[src/inc/cps_pkg.sv]
// constants and field layouts shared by the control pin setting selector
package cps_pkg;

    // structure of the stored settings
    localparam int NUM_PLL = 4;
    localparam int NUM_SETTING = 8;
    localparam int IDX_W = 3;
    localparam int SSC_W = 3;
    localparam int QTR_W = 4;
    localparam int STATE_W = 2;
    localparam int PLL_FIELD_W = 5;
    localparam int SET_W = 21;
    localparam int GEN_W = 7;
    localparam int PLL_W = 6;

    // avalon slave geometry
    localparam int ADDR_W = 7;
    localparam int DATA_W = 32;
    localparam int BE_W = 4;
    localparam int WORD_W = 5;
    localparam int WORD_LSB = 2;

    // word indices (byte offset is four times the index)
    localparam logic [WORD_W-1:0] WORD_GENERIC = 5'h00;
    localparam logic [WORD_W-1:0] WORD_STATUS = 5'h01;
    localparam logic [WORD_W-1:0] WORD_COMMAND = 5'h02;
    localparam logic [WORD_W-1:0] WORD_ACTIVE = 5'h03;
    localparam logic [2:0] PLL_GROUP = 3'h1;
    localparam logic [1:0] SET_GROUP = 2'h1;

    // output state codes
    localparam logic [STATE_W-1:0] ST_POWER_DOWN = 2'h0;
    localparam logic [STATE_W-1:0] ST_HIGH_Z = 2'h1;
    localparam logic [STATE_W-1:0] ST_DRIVE_LOW = 2'h2;
    localparam logic [STATE_W-1:0] ST_ACTIVE = 2'h3;

    // generic register fields
    localparam int GEN_ST0_LSB = 0;
    localparam int GEN_ST1_LSB = 2;
    localparam int GEN_PIN_ROLE_BIT = 6;

    // pll configuration register fields
    localparam int PLL_DOWN_BIT = 0;
    localparam int PLL_ST0_LSB = 1;
    localparam int PLL_ST1_LSB = 3;
    localparam int PLL_BYPASS_BIT = 5;

    // setting word fields; pll p field starts at SET_PLL_LSB + 5*p
    localparam int SET_Y1_BIT = 0;
    localparam int SET_PLL_LSB = 1;
    localparam int PF_FS_BIT = 0;
    localparam int PF_SSC_LSB = 1;
    localparam int PF_OUT_BIT = 4;

    // status and command fields
    localparam int STAT_BUSY_BIT = 0;
    localparam int STAT_SELMODE_BIT = 1;
    localparam int STAT_IDX_LSB = 2;
    localparam int STAT_NV_ROLE_BIT = 5;
    localparam int STAT_SUPPLY_BIT = 6;
    localparam int CMD_EEP_WRITE_BIT = 0;

    // factory defaults: pass-through, output_state_zero high-z, output_state_one active
    localparam logic [GEN_W-1:0] GEN_DEFAULT = 7'h0d;
    localparam logic [PLL_W-1:0] PLL_DEFAULT = 6'h3a;
    localparam logic [SET_W-1:0] SET0_DEFAULT = 21'h000000;
    localparam logic [SET_W-1:0] SET1_DEFAULT = 21'h108421;

    // spread code 7 jumps to eight quarter steps
    localparam logic [SSC_W-1:0] SSC_TOP_CODE = 3'h7;
    localparam logic [QTR_W-1:0] SSC_TOP_QUARTERS = 4'h8;

    // nonvolatile write duration
    localparam int CLK_PERIOD_NS = 100;
    localparam int EEP_WRITE_TIME_NS = 100000;
    localparam int BUSY_W = 11;
    localparam logic [BUSY_W-1:0] EEP_WRITE_CYCLES =
        BUSY_W'(EEP_WRITE_TIME_NS / CLK_PERIOD_NS);
    localparam logic [BUSY_W-1:0] BUSY_LAST = 11'h001;

endpackage

[src/logic/cps_control_select.sv]
// control pin setting selector with avalon register access
// Function
// - eight stored settings, the one picked by the selector pins is applied
// - 3-bit spread code: off, quarter percent steps to 1.5, code 7 is 2.0
// - spread type, bypass and output states come from pll registers
// - frequency bit 0 picks first frequency, 1 picks second
// - pll output bit picks state 0 or 1 for both outputs of that pll
// - first output bit picks generic state 0 or 1
// - first output selection also acts as device power-down selection
// - shared pins are serial by default; stored role bit makes them selectors
// - volatile role bit has no effect until written to nonvolatile store
// - as selectors the shared pins no longer serve the serial slave
// - grounded output supply forces shared pins back to serial role
// - dedicated pin is always and only a selector input
// - shared pins in serial role count as zero in the selector index
// - after power-up the nonvolatile settings are loaded and kept
// - factory default passes the input frequency straight through
// - default: index 0 high-z, index 1 active, frequency 0, spread off
// - in default mode only settings 0 and 1, picked by dedicated pin
// - serial slave on a two-wire bus with 7-bit addressing
// - serial transfers at standard and fast mode rates
//
// The address map and the Avalon-MM interface to the registers were decided locally.
`timescale 1ns/1ps
`default_nettype none

module cps_control_select
    import cps_pkg::*;
(
    // clock and reset
    input wire logic mclk,
    input wire logic resetn,
    // avalon-mm slave
    input wire logic [ADDR_W-1:0] avsAddress,
    input wire logic avsRead,
    input wire logic avsWrite,
    input wire logic [DATA_W-1:0] avsWritedata,
    input wire logic [BE_W-1:0] avsByteenable,
    output logic [DATA_W-1:0] avsReaddata,
    output logic avsWaitrequest,
    // selector pins
    input wire logic dedicatedSelectPin,
    input wire logic sharedSelectPinDataIn,
    output logic sharedSelectPinDataOut,
    output logic sharedSelectPinDataOeN,
    input wire logic sharedSelectPinClock,
    input wire logic outputSupplyGrounded,
    // serial slave engine hookup
    output logic engineSdaIn,
    output logic engineSclIn,
    output logic engineEnable,
    input wire logic engineSdaDriveLow,
    // applied setting
    output logic [IDX_W-1:0] activeIndex,
    output logic [NUM_PLL-1:0][SSC_W-1:0] spreadCodeField,
    output logic [NUM_PLL-1:0][QTR_W-1:0] spreadQuarterSteps,
    output logic [NUM_PLL-1:0] spreadDown,
    output logic [NUM_PLL-1:0] freqChoiceBit,
    output logic [NUM_PLL-1:0] pllBypass,
    output logic [NUM_PLL-1:0][STATE_W-1:0] pllOutputState,
    output logic [STATE_W-1:0] firstOutputState,
    output logic devicePowerDown
);

    typedef struct packed {
        // pin synchronisers
        logic [1:0] dedSync;
        logic [1:0] dataSync;
        logic [1:0] clkSync;
        logic [1:0] supSync;

        // volatile and stored images
        logic [NUM_SETTING-1:0][SET_W-1:0] volSet;
        logic [NUM_SETTING-1:0][SET_W-1:0] nvSet;
        logic [GEN_W-1:0] volGen;
        logic [GEN_W-1:0] nvGen;
        logic [NUM_PLL-1:0][PLL_W-1:0] volPll;
        logic [NUM_PLL-1:0][PLL_W-1:0] nvPll;

        // write timer, power-up copy
        logic [BUSY_W-1:0] busyCnt;
        logic bootLoad;

        // bus handshake
        logic ack;
        logic [DATA_W-1:0] rdData;

        // role and applied setting
        logic selMode;
        logic [IDX_W-1:0] idx;
        logic [SET_W-1:0] activeSet;
        logic [NUM_PLL-1:0][SSC_W-1:0] ssc;
        logic [NUM_PLL-1:0][QTR_W-1:0] qtr;
        logic [NUM_PLL-1:0] down;
        logic [NUM_PLL-1:0] fs;
        logic [NUM_PLL-1:0] bypass;
        logic [NUM_PLL-1:0][STATE_W-1:0] pllState;
        logic [STATE_W-1:0] y1State;
        logic powerDown;

        // serial engine levels
        logic engSda;
        logic engScl;
        logic engEn;
        logic sdaDriveN;
    } cps_state_type;

    // one record holds all state
    cps_state_type state_r;
    cps_state_type state_nxt;

    // byte lane merge for partial writes
    function automatic logic [DATA_W-1:0] cps_merge(
        input logic [DATA_W-1:0] old,
        input logic [DATA_W-1:0] wr,
        input logic [BE_W-1:0] be
    );
        logic [DATA_W-1:0] res;
        // lanes not enabled keep old value
        res = old;
        for (int b = 0; b < BE_W; b++)
        begin
            if (be[b])
            begin
                res[8*b +: 8] = wr[8*b +: 8];
            end
        end
        return res;
    endfunction

    // spread code to quarter percent steps
    function automatic logic [QTR_W-1:0] cps_quarters(
        input logic [SSC_W-1:0] code
    );
        return (code == SSC_TOP_CODE) ? SSC_TOP_QUARTERS : {1'b0, code};
    endfunction

    // pick one of two state codes by a select bit
    function automatic logic [STATE_W-1:0] cps_pick(
        input logic sel,
        input logic [STATE_W-1:0] st0,
        input logic [STATE_W-1:0] st1
    );
        return sel ? st1 : st0;
    endfunction

    // next-state logic
    always_comb
    begin
        // scratch, set before use
        logic serialRole;
        logic [IDX_W-1:0] idx;
        logic [SET_W-1:0] set;
        logic [PLL_FIELD_W-1:0] fld;
        logic [PLL_W-1:0] cfg;
        logic [WORD_W-1:0] word;
        logic [DATA_W-1:0] rd;
        logic [DATA_W-1:0] mrg;
        logic req;
        serialRole = 1'b0;
        idx = '0;
        set = '0;
        fld = '0;
        cfg = '0;
        rd = '0;
        mrg = '0;
        word = avsAddress[ADDR_W-1:WORD_LSB];
        req = avsRead | avsWrite;

        // fields hold unless changed below
        state_nxt = state_r;

        // two-stage synchronisers for every pin input
        state_nxt.dedSync = {state_r.dedSync[0], dedicatedSelectPin};
        state_nxt.dataSync = {state_r.dataSync[0], sharedSelectPinDataIn};
        state_nxt.clkSync = {state_r.clkSync[0], sharedSelectPinClock};
        state_nxt.supSync = {state_r.supSync[0], outputSupplyGrounded};

        // pin role follows the stored copy only; supply override wins
        // the volatile bit would let a bus write
        // cut the link in mid frame
        serialRole = ~state_r.nvGen[GEN_PIN_ROLE_BIT]
            | state_r.supSync[1];
        state_nxt.selMode = ~serialRole;

        // index: shared pins read as zero while serial
        // masking first keeps serial traffic
        // off the applied setting
        idx = {state_r.clkSync[1] & ~serialRole,
               state_r.dataSync[1] & ~serialRole,
               state_r.dedSync[1]};
        state_nxt.idx = idx;
        set = state_r.volSet[idx];
        state_nxt.activeSet = set;

        // decode the applied setting per pll
        // quarter steps spare a second decode
        for (int p = 0; p < NUM_PLL; p++)
        begin
            fld = set[SET_PLL_LSB + PLL_FIELD_W*p +: PLL_FIELD_W];
            cfg = state_r.volPll[p];
            state_nxt.ssc[p] = fld[PF_SSC_LSB +: SSC_W];
            state_nxt.qtr[p] = cps_quarters(fld[PF_SSC_LSB +: SSC_W]);
            state_nxt.down[p] = cfg[PLL_DOWN_BIT];
            state_nxt.fs[p] = fld[PF_FS_BIT];
            state_nxt.bypass[p] = cfg[PLL_BYPASS_BIT];
            state_nxt.pllState[p] = cps_pick(fld[PF_OUT_BIT],
                cfg[PLL_ST0_LSB +: STATE_W], cfg[PLL_ST1_LSB +: STATE_W]);
        end
        state_nxt.y1State = cps_pick(set[SET_Y1_BIT],
            state_r.volGen[GEN_ST0_LSB +: STATE_W],
            state_r.volGen[GEN_ST1_LSB +: STATE_W]);
        state_nxt.powerDown = (state_nxt.y1State == ST_POWER_DOWN);

        // serial engine sees the pins only in serial role, else idle high
        // idle-high lines: no start from selector traffic
        state_nxt.engEn = serialRole;
        state_nxt.engSda = serialRole ? state_r.dataSync[1] : 1'b1;
        state_nxt.engScl = serialRole ? state_r.clkSync[1] : 1'b1;
        state_nxt.sdaDriveN = ~(serialRole & engineSdaDriveLow);

        // first cycle after reset copies the stored image in
        // no bus write lands before edge 2
        if (state_r.bootLoad)
        begin
            state_nxt.bootLoad = 1'b0;
            state_nxt.volSet = state_r.nvSet;
            state_nxt.volGen = state_r.nvGen;
            state_nxt.volPll = state_r.nvPll;
        end

        // nonvolatile write: image copied when the busy time runs out
        // whole image at once; role moves
        // only when the write is done
        if (state_r.busyCnt != '0)
        begin
            state_nxt.busyCnt = state_r.busyCnt - BUSY_LAST;
            if (state_r.busyCnt == BUSY_LAST)
            begin
                state_nxt.nvSet = state_r.volSet;
                state_nxt.nvGen = state_r.volGen;
                state_nxt.nvPll = state_r.volPll;
            end
        end

        // read mux, captured in the wait cycle
        // unmapped and command words read 0
        if (word == WORD_GENERIC)
        begin
            rd = DATA_W'(state_r.volGen);
        end
        else if (word == WORD_STATUS)
        begin
            rd[STAT_BUSY_BIT] = (state_r.busyCnt != '0);
            rd[STAT_SELMODE_BIT] = state_r.selMode;
            rd[STAT_IDX_LSB +: IDX_W] = state_r.idx;
            rd[STAT_NV_ROLE_BIT] = state_r.nvGen[GEN_PIN_ROLE_BIT];
            rd[STAT_SUPPLY_BIT] = state_r.supSync[1];
        end
        else if (word == WORD_ACTIVE)
        begin
            rd = DATA_W'(state_r.activeSet);
        end
        else if (word[WORD_W-1:2] == PLL_GROUP)
        begin
            rd = DATA_W'(state_r.volPll[word[1:0]]);
        end
        else if (word[WORD_W-1:3] == SET_GROUP)
        begin
            rd = DATA_W'(state_r.volSet[word[2:0]]);
        end

        // one wait state per access; the write lands on the release edge
        state_nxt.ack = req & ~state_r.ack;
        if (req & ~state_r.ack)
        begin
            state_nxt.rdData = avsRead ? rd : '0;
        end

        // writes are dropped while the nonvolatile write runs
        // merge keeps untouched fields
        if (avsWrite & state_r.ack & (state_r.busyCnt == '0))
        begin
            mrg = cps_merge(rd, avsWritedata, avsByteenable);
            if (word == WORD_GENERIC)
            begin
                state_nxt.volGen = mrg[GEN_W-1:0];
            end
            else if (word == WORD_COMMAND)
            begin
                if (avsByteenable[0] & avsWritedata[CMD_EEP_WRITE_BIT])
                begin
                    state_nxt.busyCnt = EEP_WRITE_CYCLES;
                end
            end
            else if (word[WORD_W-1:2] == PLL_GROUP)
            begin
                state_nxt.volPll[word[1:0]] = mrg[PLL_W-1:0];
            end
            else if (word[WORD_W-1:3] == SET_GROUP)
            begin
                state_nxt.volSet[word[2:0]] = mrg[SET_W-1:0];
            end
        end
    end

    // state register; reset loads the factory image
    // resetn stands for power-up
    always_ff @(posedge mclk or negedge resetn)
    begin
        if (!resetn)
        begin
            state_r <= '0;
            for (int k = 0; k < NUM_SETTING; k++)
            begin
                // odd settings enable, even ones high-z
                state_r.nvSet[k] <= k[0] ? SET1_DEFAULT : SET0_DEFAULT;
                state_r.volSet[k] <= k[0] ? SET1_DEFAULT : SET0_DEFAULT;
            end
            for (int p = 0; p < NUM_PLL; p++)
            begin
                state_r.nvPll[p] <= PLL_DEFAULT;
                state_r.volPll[p] <= PLL_DEFAULT;
            end
            state_r.nvGen <= GEN_DEFAULT;
            state_r.volGen <= GEN_DEFAULT;
            state_r.bootLoad <= 1'b1;

            // engine lines start idle high
            state_r.engSda <= 1'b1;
            state_r.engScl <= 1'b1;
            state_r.engEn <= 1'b1;
            state_r.sdaDriveN <= 1'b1;
        end
        else
        begin
            state_r <= state_nxt;
        end
    end

    // bus handshake is combinational, data from flops
    // every access costs two cycles
    assign avsWaitrequest = (avsRead | avsWrite) & ~state_r.ack;
    assign avsReaddata = state_r.rdData;

    // open-drain data pin only ever pulls low
    // fixed level, moving enable: the pin
    // never drives high on the wire
    assign sharedSelectPinDataOut = 1'b0;
    assign sharedSelectPinDataOeN = state_r.sdaDriveN;

    // engine hookup from flops
    assign engineSdaIn = state_r.engSda;
    assign engineSclIn = state_r.engScl;
    assign engineEnable = state_r.engEn;

    // applied setting outputs
    assign activeIndex = state_r.idx;

    // spread code, amount, direction
    assign spreadCodeField = state_r.ssc;
    assign spreadQuarterSteps = state_r.qtr;
    assign spreadDown = state_r.down;

    // frequency, bypass, output states
    assign freqChoiceBit = state_r.fs;
    assign pllBypass = state_r.bypass;
    assign pllOutputState = state_r.pllState;
    assign firstOutputState = state_r.y1State;
    assign devicePowerDown = state_r.powerDown;

endmodule

`default_nettype wire

[config.mk]
export PLATFORM = sky130hd
export DESIGN_NAME = cps_control_select
export DESIGN_NICKNAME = d
export VERILOG_FILES = /design/src/inc/cps_pkg.sv /design/src/logic/cps_control_select.sv
export SDC_FILE = /design/constraint.sdc
export NUM_CORES = 1
export LEC_CHECK = 0
export BUFFER_PORTS_ARGS = -buffer_cell sky130_fd_sc_hd__buf_2
export CORE_UTILIZATION = 60
export CTS_BUF_LIST = sky130_fd_sc_hd__clkbuf_8
export DETAILED_ROUTE_END_ITERATION = 12
export PLACE_DENSITY = 0.78
export SYNTH_ARGS = -nofsm -noshare
export SYNTH_HDL_FRONTEND = slang
export SYNTH_SLANG_ARGS = --single-unit
[constraint.sdc]
create_clock -name mclk -period 3.2 [get_ports mclk]
set_input_delay 0.8 -clock mclk [delete_from_list [all_inputs] [get_ports mclk]]
set_output_delay 0.8 -clock mclk [all_outputs]
set_load 0.02 [all_outputs]
==> run metrics <==
layout cell share with drive strength beyond 1=0.286; hpwl dp=43000 um; number of synthesis warnings=0; ANT cells=0; Tmin final=2750 ps; Setup-failing EPs final=0; RSZ-0062 raised after global routing=no; Post-Place Setup Slack=37.0 ps; DRT antenna net count=0; critical path cell sequence=inv_1 > ha_1 > nor2b_1 > and4_1 > nand4_1 > nor2_2 > mux2i_1; Clock transition at path regs=60 ps; r2r worst-path depth=7; cell family with most CP delay=simple AND/OR/NAND/NOR gates; pwr/cell area=463 nW/um^2; Vias/cell=6.38; HP Class=input port to async pin; Die Span Y=206 um; grt total ovfl=0; Root Driver=clkbuf_8; post_cts resized=0; Yosys cell types=65; Post-Synthesis Cells=1996; # Max-Cap Violations=0; leakage=14.2 nW; post-CTS setup buffers=0; Worst EP required=3740 ps; number of synthesized flops with an enable pin=0; Post-Route Utilization=0.680; Setup CP Type=flip-flop to flip-flop; crit path DAT=3300 ps; clk sink count=504; CTS Buf Count=81; Core ar.=40900 um^2; Port-buffer cells=117; Slowest Stage Delay on Critical Path=520 ps; CP max stage cell=nor2_2; highest clock rate=363 MHz; Post-Place Cell Area=26100 um^2; most common flop cell mapped by yosys=dfrtp_1; sequential share of the synthesized area=0.510; Worst Tran Pin Value=712 ps; Horiz. Die Dim=206 um; Slew Limit Fails=0; area grow syn2layout=11.6%; Wirelength per Cell=24.0 um; RR Endpoint=state_r[168]; first-pass GRT wire length=101000 um; initial antenna violation count=0; startpoint types=flip-flop; Slew HR=0.525; worst path buffer plus inverter count=1; routability cong.=0.906; Overall Global Routing Usage=0.313; CTS tree=done; latest clock arrival within the worst-skew pair=640 ps; synthesized area=24900 um^2; Yosys reg bits=504; Die ar.=42300 um^2; Hold-fix buffers, CTS=0; row cnt=74; Final Worst Setup Slack=446 ps; total routed wirelength=65000 um; vias in the first global route=17571; non-filler cells in the finished layout=2705; Crit. End Element=flip-flop; crit share post-route=0.861; outcome=complete, no violations; largest net degree at the start of global routing=101; setup tns final=0 ps; via count=17256; DRT iter0 DRCs=1568; I/O Pins=144; nets=2164; post-route DRC violation count=0; Inst Count DP=2558; Max Root-Sink Buffers=3; drt pass-1 iters=5; htree depth=3; Critical Path Fanout Max=6; Initial Util=0.609; skew final=19.3 ps; final instance area=27800 um^2; asr flop ratio synth=1.00; Reg-to-Reg Start=state_r[114]; worst reg2reg setup slack=450 ps; Peak VDD IR=0.292 mV; Mapped Avg Cell Area=12.5 um^2; final hold violations=0
metal layers:
| layer | global-route usage | wire, um |
|---|---|---|
| met2 | 0.497 | 31100 |
| met1 | 0.428 | 27300 |
| met3 | 0.0559 | 4550 |
| met4 | 0.129 | 2100 |
| met5 | 0 | 0 |
how the worst max path moves through the flow:
| stage | slack [ps] | end | cells after the start | from |
|---|---|---|---|---|
| 2_1_floorplan | 650 | state_r[365] | 8 | avsAddress[3] |
| 3_5_place_dp | 40 | state_r[481] | 8 | avsAddress[2] |
| 4_1_cts | 560 | state_r[484] | 7 | state_r[114] |
| 5_1_grt | 250 | state_r[185] | 7 | state_r[114] |
| 3_3_place_gp | 130 | state_r[481] | 8 | avsAddress[2] |
| 6_report | 450 | state_r[168] | 7 | state_r[114] |
power breakdown:
| group | internal, mW | total (mW) | switching, mW |
|---|---|---|---|
| sequential | 6.40 | 6.43 | 0.0258 |
| combinational | 0.248 | 0.771 | 0.523 |
| clock | 3.14 | 5.67 | 2.53 |
layout by cell type (no fill, tap or decap), types with 6 or more instances in the layout:
| cell type | instances |
|---|---|
| a221oi_1 | 10 |
| mux2_1 | 110 |
| buf_2 | 115 |
| mux2_2 | 118 |
| o211ai_1 | 10 |
| a21oi_1 | 126 |
| a22oi_1 | 6 |
| clkinv_2 | 8 |
| nand2_1 | 56 |
| nor3_2 | 6 |
| clkbuf_8 | 110 |
| nor2b_1 | 101 |
| mux4_2 | 35 |
| a32o_1 | 9 |
| buf_12 | 23 |
| inv_1 | 54 |
| and3_1 | 9 |
| dfstp_2 | 82 |
| a21o_1 | 14 |
| o22ai_1 | 20 |
| a22o_1 | 9 |
| conb_1 | 13 |
| dfrtp_1 | 421 |
| mux2i_1 | 344 |
| nor2_1 | 29 |
| nand3_1 | 17 |
| o21ai_0 | 15 |
| nor3_1 | 9 |
| nand2b_1 | 11 |
| a211oi_1 | 97 |
| buf_4 | 101 |
synth_stat cells, types with 33 or more instances:
master | n | area (um^2)
dfrtp_1 | 421 | 10500
mux2i_1 | 344 | 3440
a21oi_1 | 126 | 631
mux2_2 | 118 | 1330
mux2_1 | 110 | 1240
nor2b_1 | 101 | 632
buf_4 | 98 | 736
a211oi_1 | 97 | 728
dfstp_2 | 83 | 2180
clkbuf_1 | 62 | 233
nand2_1 | 56 | 210
buf_2 | 37 | 185
mux4_2 | 35 | 788
nor2_1 | 33 | 124
final cells by class:
class | count | area (um^2)
Clock buffer | 110 | 1510
Inverter | 31 | 116
Clock inverter | 37 | 186
Fill cell | 2863 | 13100
Multi-Input combinational cell | 1251 | 10800
Timing Repair Buffer | 240 | 1810
Tap cell | 532 | 666
Sequential cell | 504 | 12700
flip-flops by register name, indices dropped and copies added, names as in the netlist, 2 cells and up:
register and cells:
state_r 417, avsReaddata 21, spreadQuarterSteps 16, state_nxt 13, pllOutputState 8, spreadCodeField 8, pllBypass 4, spreadDown 4
activeIndex 3, freqChoiceBit 3, firstOutputState 2
stage by stage:
stage | power, mW | hold WS, ps
2_1_floorplan | 6.92 | 331
3_3_place_gp | 7.29 | 334
3_5_place_dp | 7.30 | 343
4_1_cts | 12.9 | 175
5_1_grt | 13.3 | 213
6_report | 12.9 | 180
kinds of logic after synthesis:
kind of cell | after synthesis | synth area share
and+or+nand+nor | 280 | 0.0631
other | 1 | 0.000150
AOI/OAI and AO/OA | 342 | 0.0907
buffers and inverters | 253 | 0.0592
adders and majority gates | 3 | 0.00151
DFF | 504 | 0.510
muxes | 607 | 0.273
xor gates and xnor gates | 6 | 0.00211
No activity file was read; power rests on OpenSTA's default activity.
